## config.mk

```make
export PLATFORM = sky130hd
export DESIGN_NAME = atc_aux_timer
export DESIGN_NICKNAME = d
export VERILOG_FILES = /design/src/atc_edge_detect.v /design/src/atc_aux_timer.v
export VERILOG_INCLUDE_DIRS = /design/src
export SDC_FILE = /design/constraint.sdc
export NUM_CORES = 1
export LEC_CHECK = 0
export ABC_AREA = 0
export BUFFER_PORTS_ARGS = -buffer_cell sky130_fd_sc_hd__buf_4
export CAP_MARGIN = 20
export CORE_UTILIZATION = 35
export DETAILED_ROUTE_END_ITERATION = 10
export GPL_TIMING_DRIVEN = 0
export SETUP_SLACK_MARGIN = 0.1
export SLEW_MARGIN = 20
export SYNTH_ARGS = -nofsm -noshare
export SYNTH_HDL_FRONTEND = slang
export SYNTH_HIERARCHICAL = 1
export SYNTH_SLANG_ARGS = --single-unit
```

## constraint.sdc

```tcl
create_clock -name core_clk -period 2.47 [get_ports core_clk]
set_input_delay 0.3705 -clock core_clk [delete_from_list [all_inputs] [get_ports core_clk]]
set_output_delay 0.3705 -clock core_clk [all_outputs]
set_load 0.05 [all_outputs]
```

## src/atc_regs.vh

```
/*
 * Constants for the auxiliary timer: special-function addresses, control bit
 * positions and reset values. Assumes an 8-bit special-function bus.
 */
`ifndef ATC_REGS_VH
`define ATC_REGS_VH
`define ATC_ADDR_CONTROL 8'hC8
`define ATC_ADDR_MODE 8'hC9
`define ATC_ADDR_RELOAD_LOW 8'hCA
`define ATC_ADDR_RELOAD_HIGH 8'hCB
`define ATC_ADDR_COUNT_LOW 8'hCC
`define ATC_ADDR_COUNT_HIGH 8'hCD
`define ATC_BIT_OVERFLOW_FLAG 7
`define ATC_BIT_EXTERNAL_FLAG 6
`define ATC_BIT_RECEIVE_CLOCK_SELECT 5
`define ATC_BIT_TRANSMIT_CLOCK_SELECT 4
`define ATC_BIT_EXTERNAL_ENABLE 3
`define ATC_BIT_RUN_CONTROL 2
`define ATC_BIT_COUNT_SOURCE_SELECT 1
`define ATC_BIT_CAPTURE_RELOAD_SELECT 0
`define ATC_BIT_UPDOWN_ENABLE 0
`define ATC_BIT_OUTPUT_ENABLE 1
`define ATC_RESET_CONTROL 8'h00
`define ATC_RESET_MODE 2'h0
`define ATC_RESET_WORD 16'h0000
`define ATC_COUNT_MAX 16'hFFFF
`define ATC_MACHINE_CYCLE 4'hC
`define ATC_STATE_TIME 4'h2
`endif

```

## src/atc_edge_detect.v

```verilog
/*
 * Falling-edge detector for one pin sampled on a tick.
 * Assumes the pin is already synchronous to core_clk.
 */
`timescale 1ns/1ps
module atc_edge_detect (
    core_clk,
    rst_n,
    sample,
    pin,
    fall
);
    input wire core_clk;
    input wire rst_n;
    input wire sample;
    input wire pin;
    output reg fall;

    reg last_q;

    // A fall is a high sample followed by a low one, held for one cycle.
    always @(posedge core_clk) begin
        if (!rst_n) begin
            last_q <= 1'b1;
            fall <= 1'b0;
        end else begin
            fall <= 1'b0;
            if (sample) begin
                last_q <= pin;
                fall <= last_q & ~pin;
            end
        end
    end
endmodule // atc_edge_detect

```

## src/atc_aux_timer.v

```verilog
/*
 * Auxiliary 16-bit timer/counter with its control, mode, reload and count
 * registers on the special-function bus. Assumes a bus with one-cycle write
 * and read strobes and combinational-free registered read data.
 */
// Summary of operation
// RQ1: Overflow sets overflow flag; software alone clears.
// RQ2: No overflow flag while serial clock select.
// RQ3: Trigger edge capture/reload sets external flag.
// RQ4: External flag requests interrupt when enabled.
// RQ5: No external-flag interrupt in up/down mode.
// RQ6: Receive clock select routes overflows to receiver.
// RQ7: Transmit clock select routes overflows to transmitter.
// RQ8: External enable gates trigger pin edges.
// RQ9: Run control starts and stops timer.
// RQ10: Count source: machine cycles or pin falls.
// RQ11: Capture select captures on trigger edges.
// RQ12: Reload on overflow and on trigger edges.
// RQ13: Serial clocking forces auto-reload on overflow.
// RQ14: Control register at 0C8H, reset zero.
// RQ15: Reload pair is capture target, reload source.
// RQ16: Capture copies count bytes to reload bytes.
// RQ17: Overflow past 0FFFFH loads reload value.
// RQ18: Up/down enable resets to zero.
// RQ19: Writes update all bits; hardware set wins.
`timescale 1ns/1ps
`include "atc_regs.vh"
module atc_aux_timer #(
    parameter MACHINE_DIV = `ATC_MACHINE_CYCLE,
    parameter STATE_DIV = `ATC_STATE_TIME
) (
    core_clk,
    rst_n,
    sfr_addr,
    sfr_wr,
    sfr_wdata,
    sfr_rd,
    sfr_rdata,
    external_count_pin,
    trigger_pin,
    irq_enable,
    timer1_overflow,
    rx_baud_tick,
    tx_baud_tick,
    irq_request
);
    input wire core_clk;
    input wire rst_n;
    input wire [7:0] sfr_addr;
    input wire sfr_wr;
    input wire [7:0] sfr_wdata;
    input wire sfr_rd;
    output reg [7:0] sfr_rdata;
    input wire external_count_pin;
    input wire trigger_pin;
    input wire irq_enable;
    input wire timer1_overflow;
    output reg rx_baud_tick;
    output reg tx_baud_tick;
    output reg irq_request;

    reg [7:0] ctrl_q;
    reg [7:0] ctrl_d;
    reg [1:0] mode_q;
    reg [15:0] reload_q;
    reg [15:0] reload_d;
    reg [15:0] count_q;
    reg [15:0] count_d;
    reg [3:0] mdiv_q;
    reg [3:0] sdiv_q;
    reg ext_fall_d;
    reg sub_tick;
    reg tick;
    reg overflow;
    reg underflow;
    reg trig_evt;
    wire machine_tick;
    wire state_tick;
    wire count_fall;
    wire trig_fall;
    wire serial_clk;
    wire run;
    wire updown;
    wire capture_mode;

    assign serial_clk = ctrl_q[`ATC_BIT_RECEIVE_CLOCK_SELECT]
                      | ctrl_q[`ATC_BIT_TRANSMIT_CLOCK_SELECT];
    assign run = ctrl_q[`ATC_BIT_RUN_CONTROL]; // RQ9
    assign updown = mode_q[`ATC_BIT_UPDOWN_ENABLE] & ~serial_clk;
    assign capture_mode = ctrl_q[`ATC_BIT_CAPTURE_RELOAD_SELECT] & ~serial_clk; // RQ13
    assign machine_tick = (mdiv_q == 4'h0);
    assign state_tick = (sdiv_q == 4'h0);

    ////////////////////////////////////////////////////////////////////////////
    // Prescalers: machine cycle and state time, free running.
    always @(posedge core_clk) begin
        if (!rst_n) begin
            mdiv_q <= 4'h0;
            sdiv_q <= 4'h0;
        end else begin
            mdiv_q <= machine_tick ? MACHINE_DIV[3:0] - 4'h1 : mdiv_q - 4'h1;
            sdiv_q <= state_tick ? STATE_DIV[3:0] - 4'h1 : sdiv_q - 4'h1;
        end
    end

    // Both pins are sampled once per machine cycle, so a level must hold a
    // full machine cycle to be seen.
    atc_edge_detect u_count_edge (
        .core_clk(core_clk),
        .rst_n(rst_n),
        .sample(machine_tick),
        .pin(external_count_pin),
        .fall(count_fall)
    );

    atc_edge_detect u_trig_edge (
        .core_clk(core_clk),
        .rst_n(rst_n),
        .sample(machine_tick),
        .pin(trigger_pin),
        .fall(trig_fall)
    );

    ////////////////////////////////////////////////////////////////////////////
    // Next-state logic for count, reload and control.
    always @* begin
        ext_fall_d = trig_fall & ctrl_q[`ATC_BIT_EXTERNAL_ENABLE]; // RQ8
        // Baud mode runs on state time; a timer otherwise on machine cycles.
        sub_tick = serial_clk ? state_tick : machine_tick;
        tick = run & (ctrl_q[`ATC_BIT_COUNT_SOURCE_SELECT] ? count_fall : sub_tick); // RQ9 RQ10
        overflow = 1'b0;
        underflow = 1'b0;
        // In up/down mode the trigger pin is direction, not an event.
        trig_evt = ext_fall_d & ~updown;
        count_d = count_q;
        reload_d = reload_q;
        ctrl_d = ctrl_q;
        if (tick) begin
            if (updown && !trigger_pin) begin
                if (count_q == reload_q) begin
                    underflow = 1'b1;
                    count_d = `ATC_COUNT_MAX;
                end else begin
                    count_d = count_q - 16'h0001;
                end
            end else if (count_q == `ATC_COUNT_MAX) begin
                overflow = 1'b1;
                count_d = capture_mode ? `ATC_RESET_WORD : reload_q; // RQ12 RQ13 RQ17
            end else begin
                count_d = count_q + 16'h0001;
            end
        end
        if (trig_evt && !serial_clk) begin
            if (capture_mode) begin
                reload_d = count_q; // RQ11 RQ15 RQ16
            end else begin
                count_d = reload_q; // RQ12 RQ15
            end
        end
        // Software writes land first; hardware sets then win.
        if (sfr_wr && sfr_addr == `ATC_ADDR_CONTROL) begin
            ctrl_d = sfr_wdata; // RQ19
        end
        if (sfr_wr && sfr_addr == `ATC_ADDR_RELOAD_LOW) begin
            reload_d[7:0] = sfr_wdata;
        end
        if (sfr_wr && sfr_addr == `ATC_ADDR_RELOAD_HIGH) begin
            reload_d[15:8] = sfr_wdata;
        end
        if (sfr_wr && sfr_addr == `ATC_ADDR_COUNT_LOW) begin
            count_d[7:0] = sfr_wdata;
        end
        if (sfr_wr && sfr_addr == `ATC_ADDR_COUNT_HIGH) begin
            count_d[15:8] = sfr_wdata;
        end
        if ((overflow || underflow) && !serial_clk) begin
            ctrl_d[`ATC_BIT_OVERFLOW_FLAG] = 1'b1; // RQ1 RQ2 RQ19
        end
        if (updown && (overflow || underflow)) begin
            // Toggle acts as a seventeenth count bit.
            ctrl_d[`ATC_BIT_EXTERNAL_FLAG] = ~ctrl_q[`ATC_BIT_EXTERNAL_FLAG];
        end else if (trig_evt) begin
            // In baud mode the edge still flags, acting as an extra interrupt.
            ctrl_d[`ATC_BIT_EXTERNAL_FLAG] = 1'b1; // RQ3 RQ19
        end
    end

    ////////////////////////////////////////////////////////////////////////////
    // State registers.
    always @(posedge core_clk) begin
        if (!rst_n) begin
            ctrl_q <= `ATC_RESET_CONTROL; // RQ14
            mode_q <= `ATC_RESET_MODE; // RQ18
            reload_q <= `ATC_RESET_WORD;
            count_q <= `ATC_RESET_WORD;
        end else begin
            ctrl_q <= ctrl_d;
            reload_q <= reload_d;
            count_q <= count_d;
            if (sfr_wr && sfr_addr == `ATC_ADDR_MODE) begin
                mode_q <= sfr_wdata[1:0];
            end
        end
    end

    ////////////////////////////////////////////////////////////////////////////
    // Outputs: baud ticks, interrupt request and read data, all registered.
    always @(posedge core_clk) begin
        if (!rst_n) begin
            rx_baud_tick <= 1'b0;
            tx_baud_tick <= 1'b0;
            irq_request <= 1'b0;
            sfr_rdata <= 8'h00;
        end else begin
            rx_baud_tick <= ctrl_q[`ATC_BIT_RECEIVE_CLOCK_SELECT] ? overflow
                                                                   : timer1_overflow; // RQ6
            tx_baud_tick <= ctrl_q[`ATC_BIT_TRANSMIT_CLOCK_SELECT] ? overflow
                                                                    : timer1_overflow; // RQ7
            irq_request <= irq_enable & (ctrl_q[`ATC_BIT_OVERFLOW_FLAG]
                         | (ctrl_q[`ATC_BIT_EXTERNAL_FLAG]
                            & ~mode_q[`ATC_BIT_UPDOWN_ENABLE])); // RQ4 RQ5
            if (sfr_rd) begin
                case (sfr_addr)
                    `ATC_ADDR_CONTROL: sfr_rdata <= ctrl_q;
                    `ATC_ADDR_MODE: sfr_rdata <= {6'h00, mode_q};
                    `ATC_ADDR_RELOAD_LOW: sfr_rdata <= reload_q[7:0];
                    `ATC_ADDR_RELOAD_HIGH: sfr_rdata <= reload_q[15:8];
                    `ATC_ADDR_COUNT_LOW: sfr_rdata <= count_q[7:0];
                    `ATC_ADDR_COUNT_HIGH: sfr_rdata <= count_q[15:8];
                    default: sfr_rdata <= 8'h00;
                endcase
            end
        end
    end
endmodule // atc_aux_timer

```

# == Word-level counts from Yosys, hierarchy flattened ==
# Cells that the tools add are included.
# totals
mem_count,0
latchBits,0
ramBits,0
mem_bits_ro,0
input_bits,24
reg_bits,65
word_cells,105
# classes
addsub,4
n_eq_ne,8
n_reduce_logical,26
n_mux,30
div,0
bitwise,18
multipliers,0
order_cmp,0
shift,0
# ops
cell,n
two-way mux 16 bit,9
== test 8 bit (second input constant),6
case mux 8 bit (6 select lines),1
two-way mux 8 bit,5
adder 16 x 1 -> 16 bit (second input constant),1
== test 16 bit,1
== test 16 bit (second input constant),1
subtractor 16 x 1 -> 16 bit (second input constant),1
two-way mux 1 bit,14
logical AND 1 bit,10
nonzero test 2 bit,5
bitwise AND 1 bit,9
zero test 4 bit,2
subtractor 4 x 1 -> 4 bit (second input constant),2
inverter 1 bit,7
AND reduction 2 bit,3
two-way mux 4 bit,1
OR reduction 2 bit,2
nonzero test 3 bit,1
zero test 1 bit,2
bitwise OR 1 bit,2
logical OR 1 bit,1

# == Depth between registers and ports, before layout ==
# depth
depth_word,10
ltp_mapped,10

# == Modules after synthesis ==
# The synthesis kept the hierarchy.
# modules_own_cells
mod,instances,cells_each,area_each_um2
atc_aux_timer,1,564,4380.5
atc_edge_detect,2,5,63.8

# == Worst setup path after synthesis ==
# No wires, ideal clock.
# synth_timing
path_kind,register to register
from,register count_q[0]
to,register count_q[14]
setup_time_ns,0.096
path_buffers,1
required_time_ns,2.374
t_arrival_ns,2.251
synth_period_minus_slack_ns,2.347
path_slack_ns,0.123
path_stages_with_launch,10
cell_sequence,dfxtp_1 > buf_4 > inv_1 > ha_1 > nor4b_2 > or3b_1 > or4_1 > nand3_1 > a21oi_1 > o41ai_2
# synth_between
elab_chain_len,7
# synth_lines
element,line_no,text
start: declaration,atc_aux_timer.v:67,reg [15:0] count_q;
start signal: assignment,atc_aux_timer.v:195,count_q <= `ATC_RESET_WORD;
start signal: assignment,atc_aux_timer.v:199,count_q <= count_d;
"adder 16 x 1 -> 16 bit, or another cell as far along",atc_aux_timer.v:150,count_d = count_q + 16'h0001;
"two-way mux 16 bit, on equally long branches","atc_aux_timer.v:146, atc_aux_timer.v:140",
two-way mux 16 bit (*),atc_aux_timer.v:139,if (updown && !trigger_pin) begin
two-way mux 16 bit (*),atc_aux_timer.v:138,if (tick) begin
two-way mux 16 bit,atc_aux_timer.v:154,if (capture_mode) begin
two-way mux 16 bit (*),atc_aux_timer.v:153,if (trig_evt && !serial_clk) begin
two-way mux 8 bit (*),atc_aux_timer.v:173,if (sfr_wr && sfr_addr == `ATC_ADDR_COUNT_HIGH) begin
# Mark *: on every way between the ends. The rest lies on a longest branch, timed or not.
# A chain may end at the register's enable or synchronous reset.

# == Worst setup path in the final report ==
# layout_timing
from,register count_q[1]
to,register count_q[9]
# The elaborated chain is that of the path after synthesis.

==> metrics.txt <==
initial antenna violation count 0; top_reg_cell synth dfxtp_1; cell area after placement 4980 um2; critical setup path kind register to register; post-layout minimum cycle time 2.40 ns; number of unique standard cell types used by synthesis 73; # H-tree levels 3; Core Rows 41; number of max-cap violations 0; Die Y around 120 um; area grow syn2layout 29.2%; post-route clock period utilization 97.3%; Logic pwr share 11.6%; Psw 767 uW; share of layout cells above drive strength 1 between 20% and 30%; largest net degree at the start of global routing 14; Die Wd 115 um; clk buf depth 2; Flop pwr share 41.0%; Slew Limit Fails 0; vias in the first global route 4,774; Worst Path Required 2.74 ns; Max IR drop VDD 296 uV; HP Class input pin to register; switching share of total power ~28%; core area 12,600 um2; dpl hpwl 13.6 mm; final instance area 5820 um2; Leak Pwr 0.00221 uW; gr ovfl total 0; total I/O pin count 35; post-synthesis sequential area ratio between 20% and 30%; Cell Area, Synth 4510 um2; Clk Latency, worst-skew pair 0.35 ns; DRC errors left 0; final wirelength 19.3 mm; Max-slew headroom 34.3%; Die ar. 13,300 um2; Syn Nets 602; Synth Instances 574; Hold Vio Cnt, Final 0; Post-synth EDFFs 0; Final Net Count 673; Placer Congestion 0.933; final setup vio count 0; Clock power frac 47.3%; CP Data Arrival Time about 2.7 ns; port buffer count 33; CTS clock-pin slew for the worst setup and hold paths 0.06 ns; detailed-route via count about 5,200; ANT nets after route 0; iteration-0 DRC count of the detailed router approximately 640; final setup margin about 0.066 ns; first-pass iteration count of the detailed router 7; CTS Buf Count 9; Startpoint Class register; RSZ-0062 raised after global routing true; total track usage 29.8%; Pint 1930 uW; CP max FO 4; actual slew at the worst max-slew pin 0.984 ns; hold-fix buffers at CTS 0; Avg Inst Size Synth 7.85 um2; achievable frequency slightly above 400 MHz; Async SR Flop Fraction 0%; # diodes 0; synth warn 6; first-pass GRT wire length 28.9 mm; WL per Instance 23.5 um; DR vias/cell 6.33; Yosys reg bits 65; Num Clock Sinks 65; PD cells 464 nW/um2; clock root cell clkbuf_16; initial core utilization 35.9%; CP endpoint kind register; status completed; CTS tree done; skew final ~0.008 ns; dpl ws -0.638 ns
==> metal layers <==
layer | vias up | part of all wire [%] | global-route usage [%]
met5 | - | 0 | 0
met4 | 0 | 5.0 | 16.2
met3 | 86 | 10 | 4.71
met2 | 364 | 43 | 45.9
met1 | 2457 | 42 | 39.9
li1 | 2293 | - | -
==> state kept, by name, summed over array words and instances (netlist names), 2 cells and up <==
register,flops
count_q,16
reload_q,16
ctrl_q,8
sfr_rdata,8
mdiv_q,4
sdiv_q,4
mode_q,2
==> synthesized netlist by cell type, drive strengths merged, types with 3 or more instances <==
cell     number  area share (%)
dfxtp        65              29
nor2         48             4.0
nand2        41             3.4
a21oi        39             4.3
clkbuf       36             3.0
mux2i        28             6.2
nand3        27             3.0
a211oi       24             4.0
o21ai        24             2.7
inv          19             1.6
xor2         18             3.5
nand4        14             1.9
a221oi       13             2.7
buf          12             1.6
and3         11             1.5
nor3         11             1.3
a31oi         9             1.2
o211ai        9             1.5
or3           9             1.3
nand3b        8             1.3
nor4          8             1.1
xnor2         8             1.6
nand2b        7            0.97
or2           6            0.83
and2          5            0.69
o32ai         5            0.97
a211o         4            0.78
and4          4            0.81
ha            4             1.1
nor4b         4             1.2
o21a          4            0.67
o22ai         4            0.56
o31ai         4            0.67
a2111oi       3            0.58
and4b         3            0.67
nor2b         3            0.42
nor3b         3            0.50
or4           3            0.67
==> stage by stage <==
stage	setup TNS (ns)	util (%)	hold WS, ns	total power [uW]	std cells
after floorplan	0	-	0.432	1280	574
after global placement	-8.84	39.6	0.445	1380	779
after detailed placement	-9.42	39.7	0.456	1390	780
after CTS	0	44.2	0.211	2670	809
after global routing	0	46.3	0.234	2770	822
final	0	46.3	0.212	2700	822
==> cells in the final DEF, fill, tap and decap left out, types with 4 or more instances in the layout <==
cell | synthesis | routed
a211o_1 | 4 | 4
a211oi_1 | 24 | 24
a21oi_1 | 39 | 38
a221oi_1 | 12 | 9
a31oi_1 | 9 | 9
and2_1 | 5 | 4
and3_1 | 11 | 10
buf_4 | 1 | 64
buf_6 | 2 | 7
clkbuf_1 | 36 | 21
clkbuf_16 | 0 | 9
clkbuf_2 | 0 | 10
dfxtp_1 | 65 | 62
inv_1 | 19 | 19
mux2i_1 | 28 | 28
nand2_1 | 41 | 41
nand2b_1 | 7 | 7
nand3_1 | 27 | 24
nand3b_1 | 8 | 8
nand4_1 | 14 | 14
nor2_1 | 48 | 45
nor3_1 | 10 | 7
nor4_1 | 8 | 6
o211ai_1 | 9 | 9
o21a_1 | 4 | 4
o21ai_0 | 17 | 17
o21ai_1 | 7 | 7
o31ai_1 | 4 | 4
o32ai_1 | 5 | 5
or3_1 | 8 | 6
xnor2_1 | 8 | 8
xor2_1 | 18 | 18
==> critical path: stages (launching register included) <==
cell and delay [ns]:
dfxtp_2 0.33, buf_6 0.12, or4_4 0.54, or4_4 0.46, or3_4 0.36, a21oi_4 0.17
o22ai_4 0.10, a221oi_2 0.24
==> power by group through the flow <==
| stage | logic, uW | registers, uW | clock network (uW) |
|---|---|---|---|
| after floorplan | 149 | 1130 | 0 |
| after global placement | 255 | 1120 | 0 |
| final | 314 | 1110 | 1280 |
| after detailed placement | 262 | 1130 | 0 |
| after CTS | 280 | 1110 | 1280 |
| after global routing | 338 | 1110 | 1320 |
==> path summary, 6_finish.rpt <==
kind                    from                 end  slack (ns)  depth (start not counted)
setup / recovery  count_q[1]          count_q[9]        0.07                          7
hold / removal         rst_n  u_trig_edge/last_q        0.21                          2
setup reg to reg  count_q[1]          count_q[9]        0.07                          7
hold reg to reg    mdiv_q[0]           mdiv_q[0]        0.47                          1
==> final cells by class <==
| cell class | count | area, um2 |
|---|---|---|
| fill | 1229 | 6750 |
| multi-input combinational | 441 | 3210 |
| sequential | 65 | 1310 |
| timing repair buffer | 60 | 450 |
| buffer | 48 | 280 |
| clock buffer | 10 | 239 |
| tap | 172 | 215 |
| inverter | 20 | 75.1 |
| clock inverter | 6 | 48.8 |
==> cells by family after synthesis <==
family / after synthesis / synth area share, %
AOI/OAI and AO/OA: 157 / 23.8
xor gates and xnor gates: 26 / 5.05
adders and majority gates: 4 / 1.11
buffers and inverters: 68 / 6.30
DFF: 65 / 28.9
muxes: 32 / 7.72
and+or+nand+nor: 222 / 27.2
==> repair_timing <==
item	4_1_cts	5_1_grt
setup endpoints to repair	30	29
buffers inserted	13	13
gates resized for setup	49	46
pin swaps	7	16
Note: power is estimated with default switching activity, not from simulation.
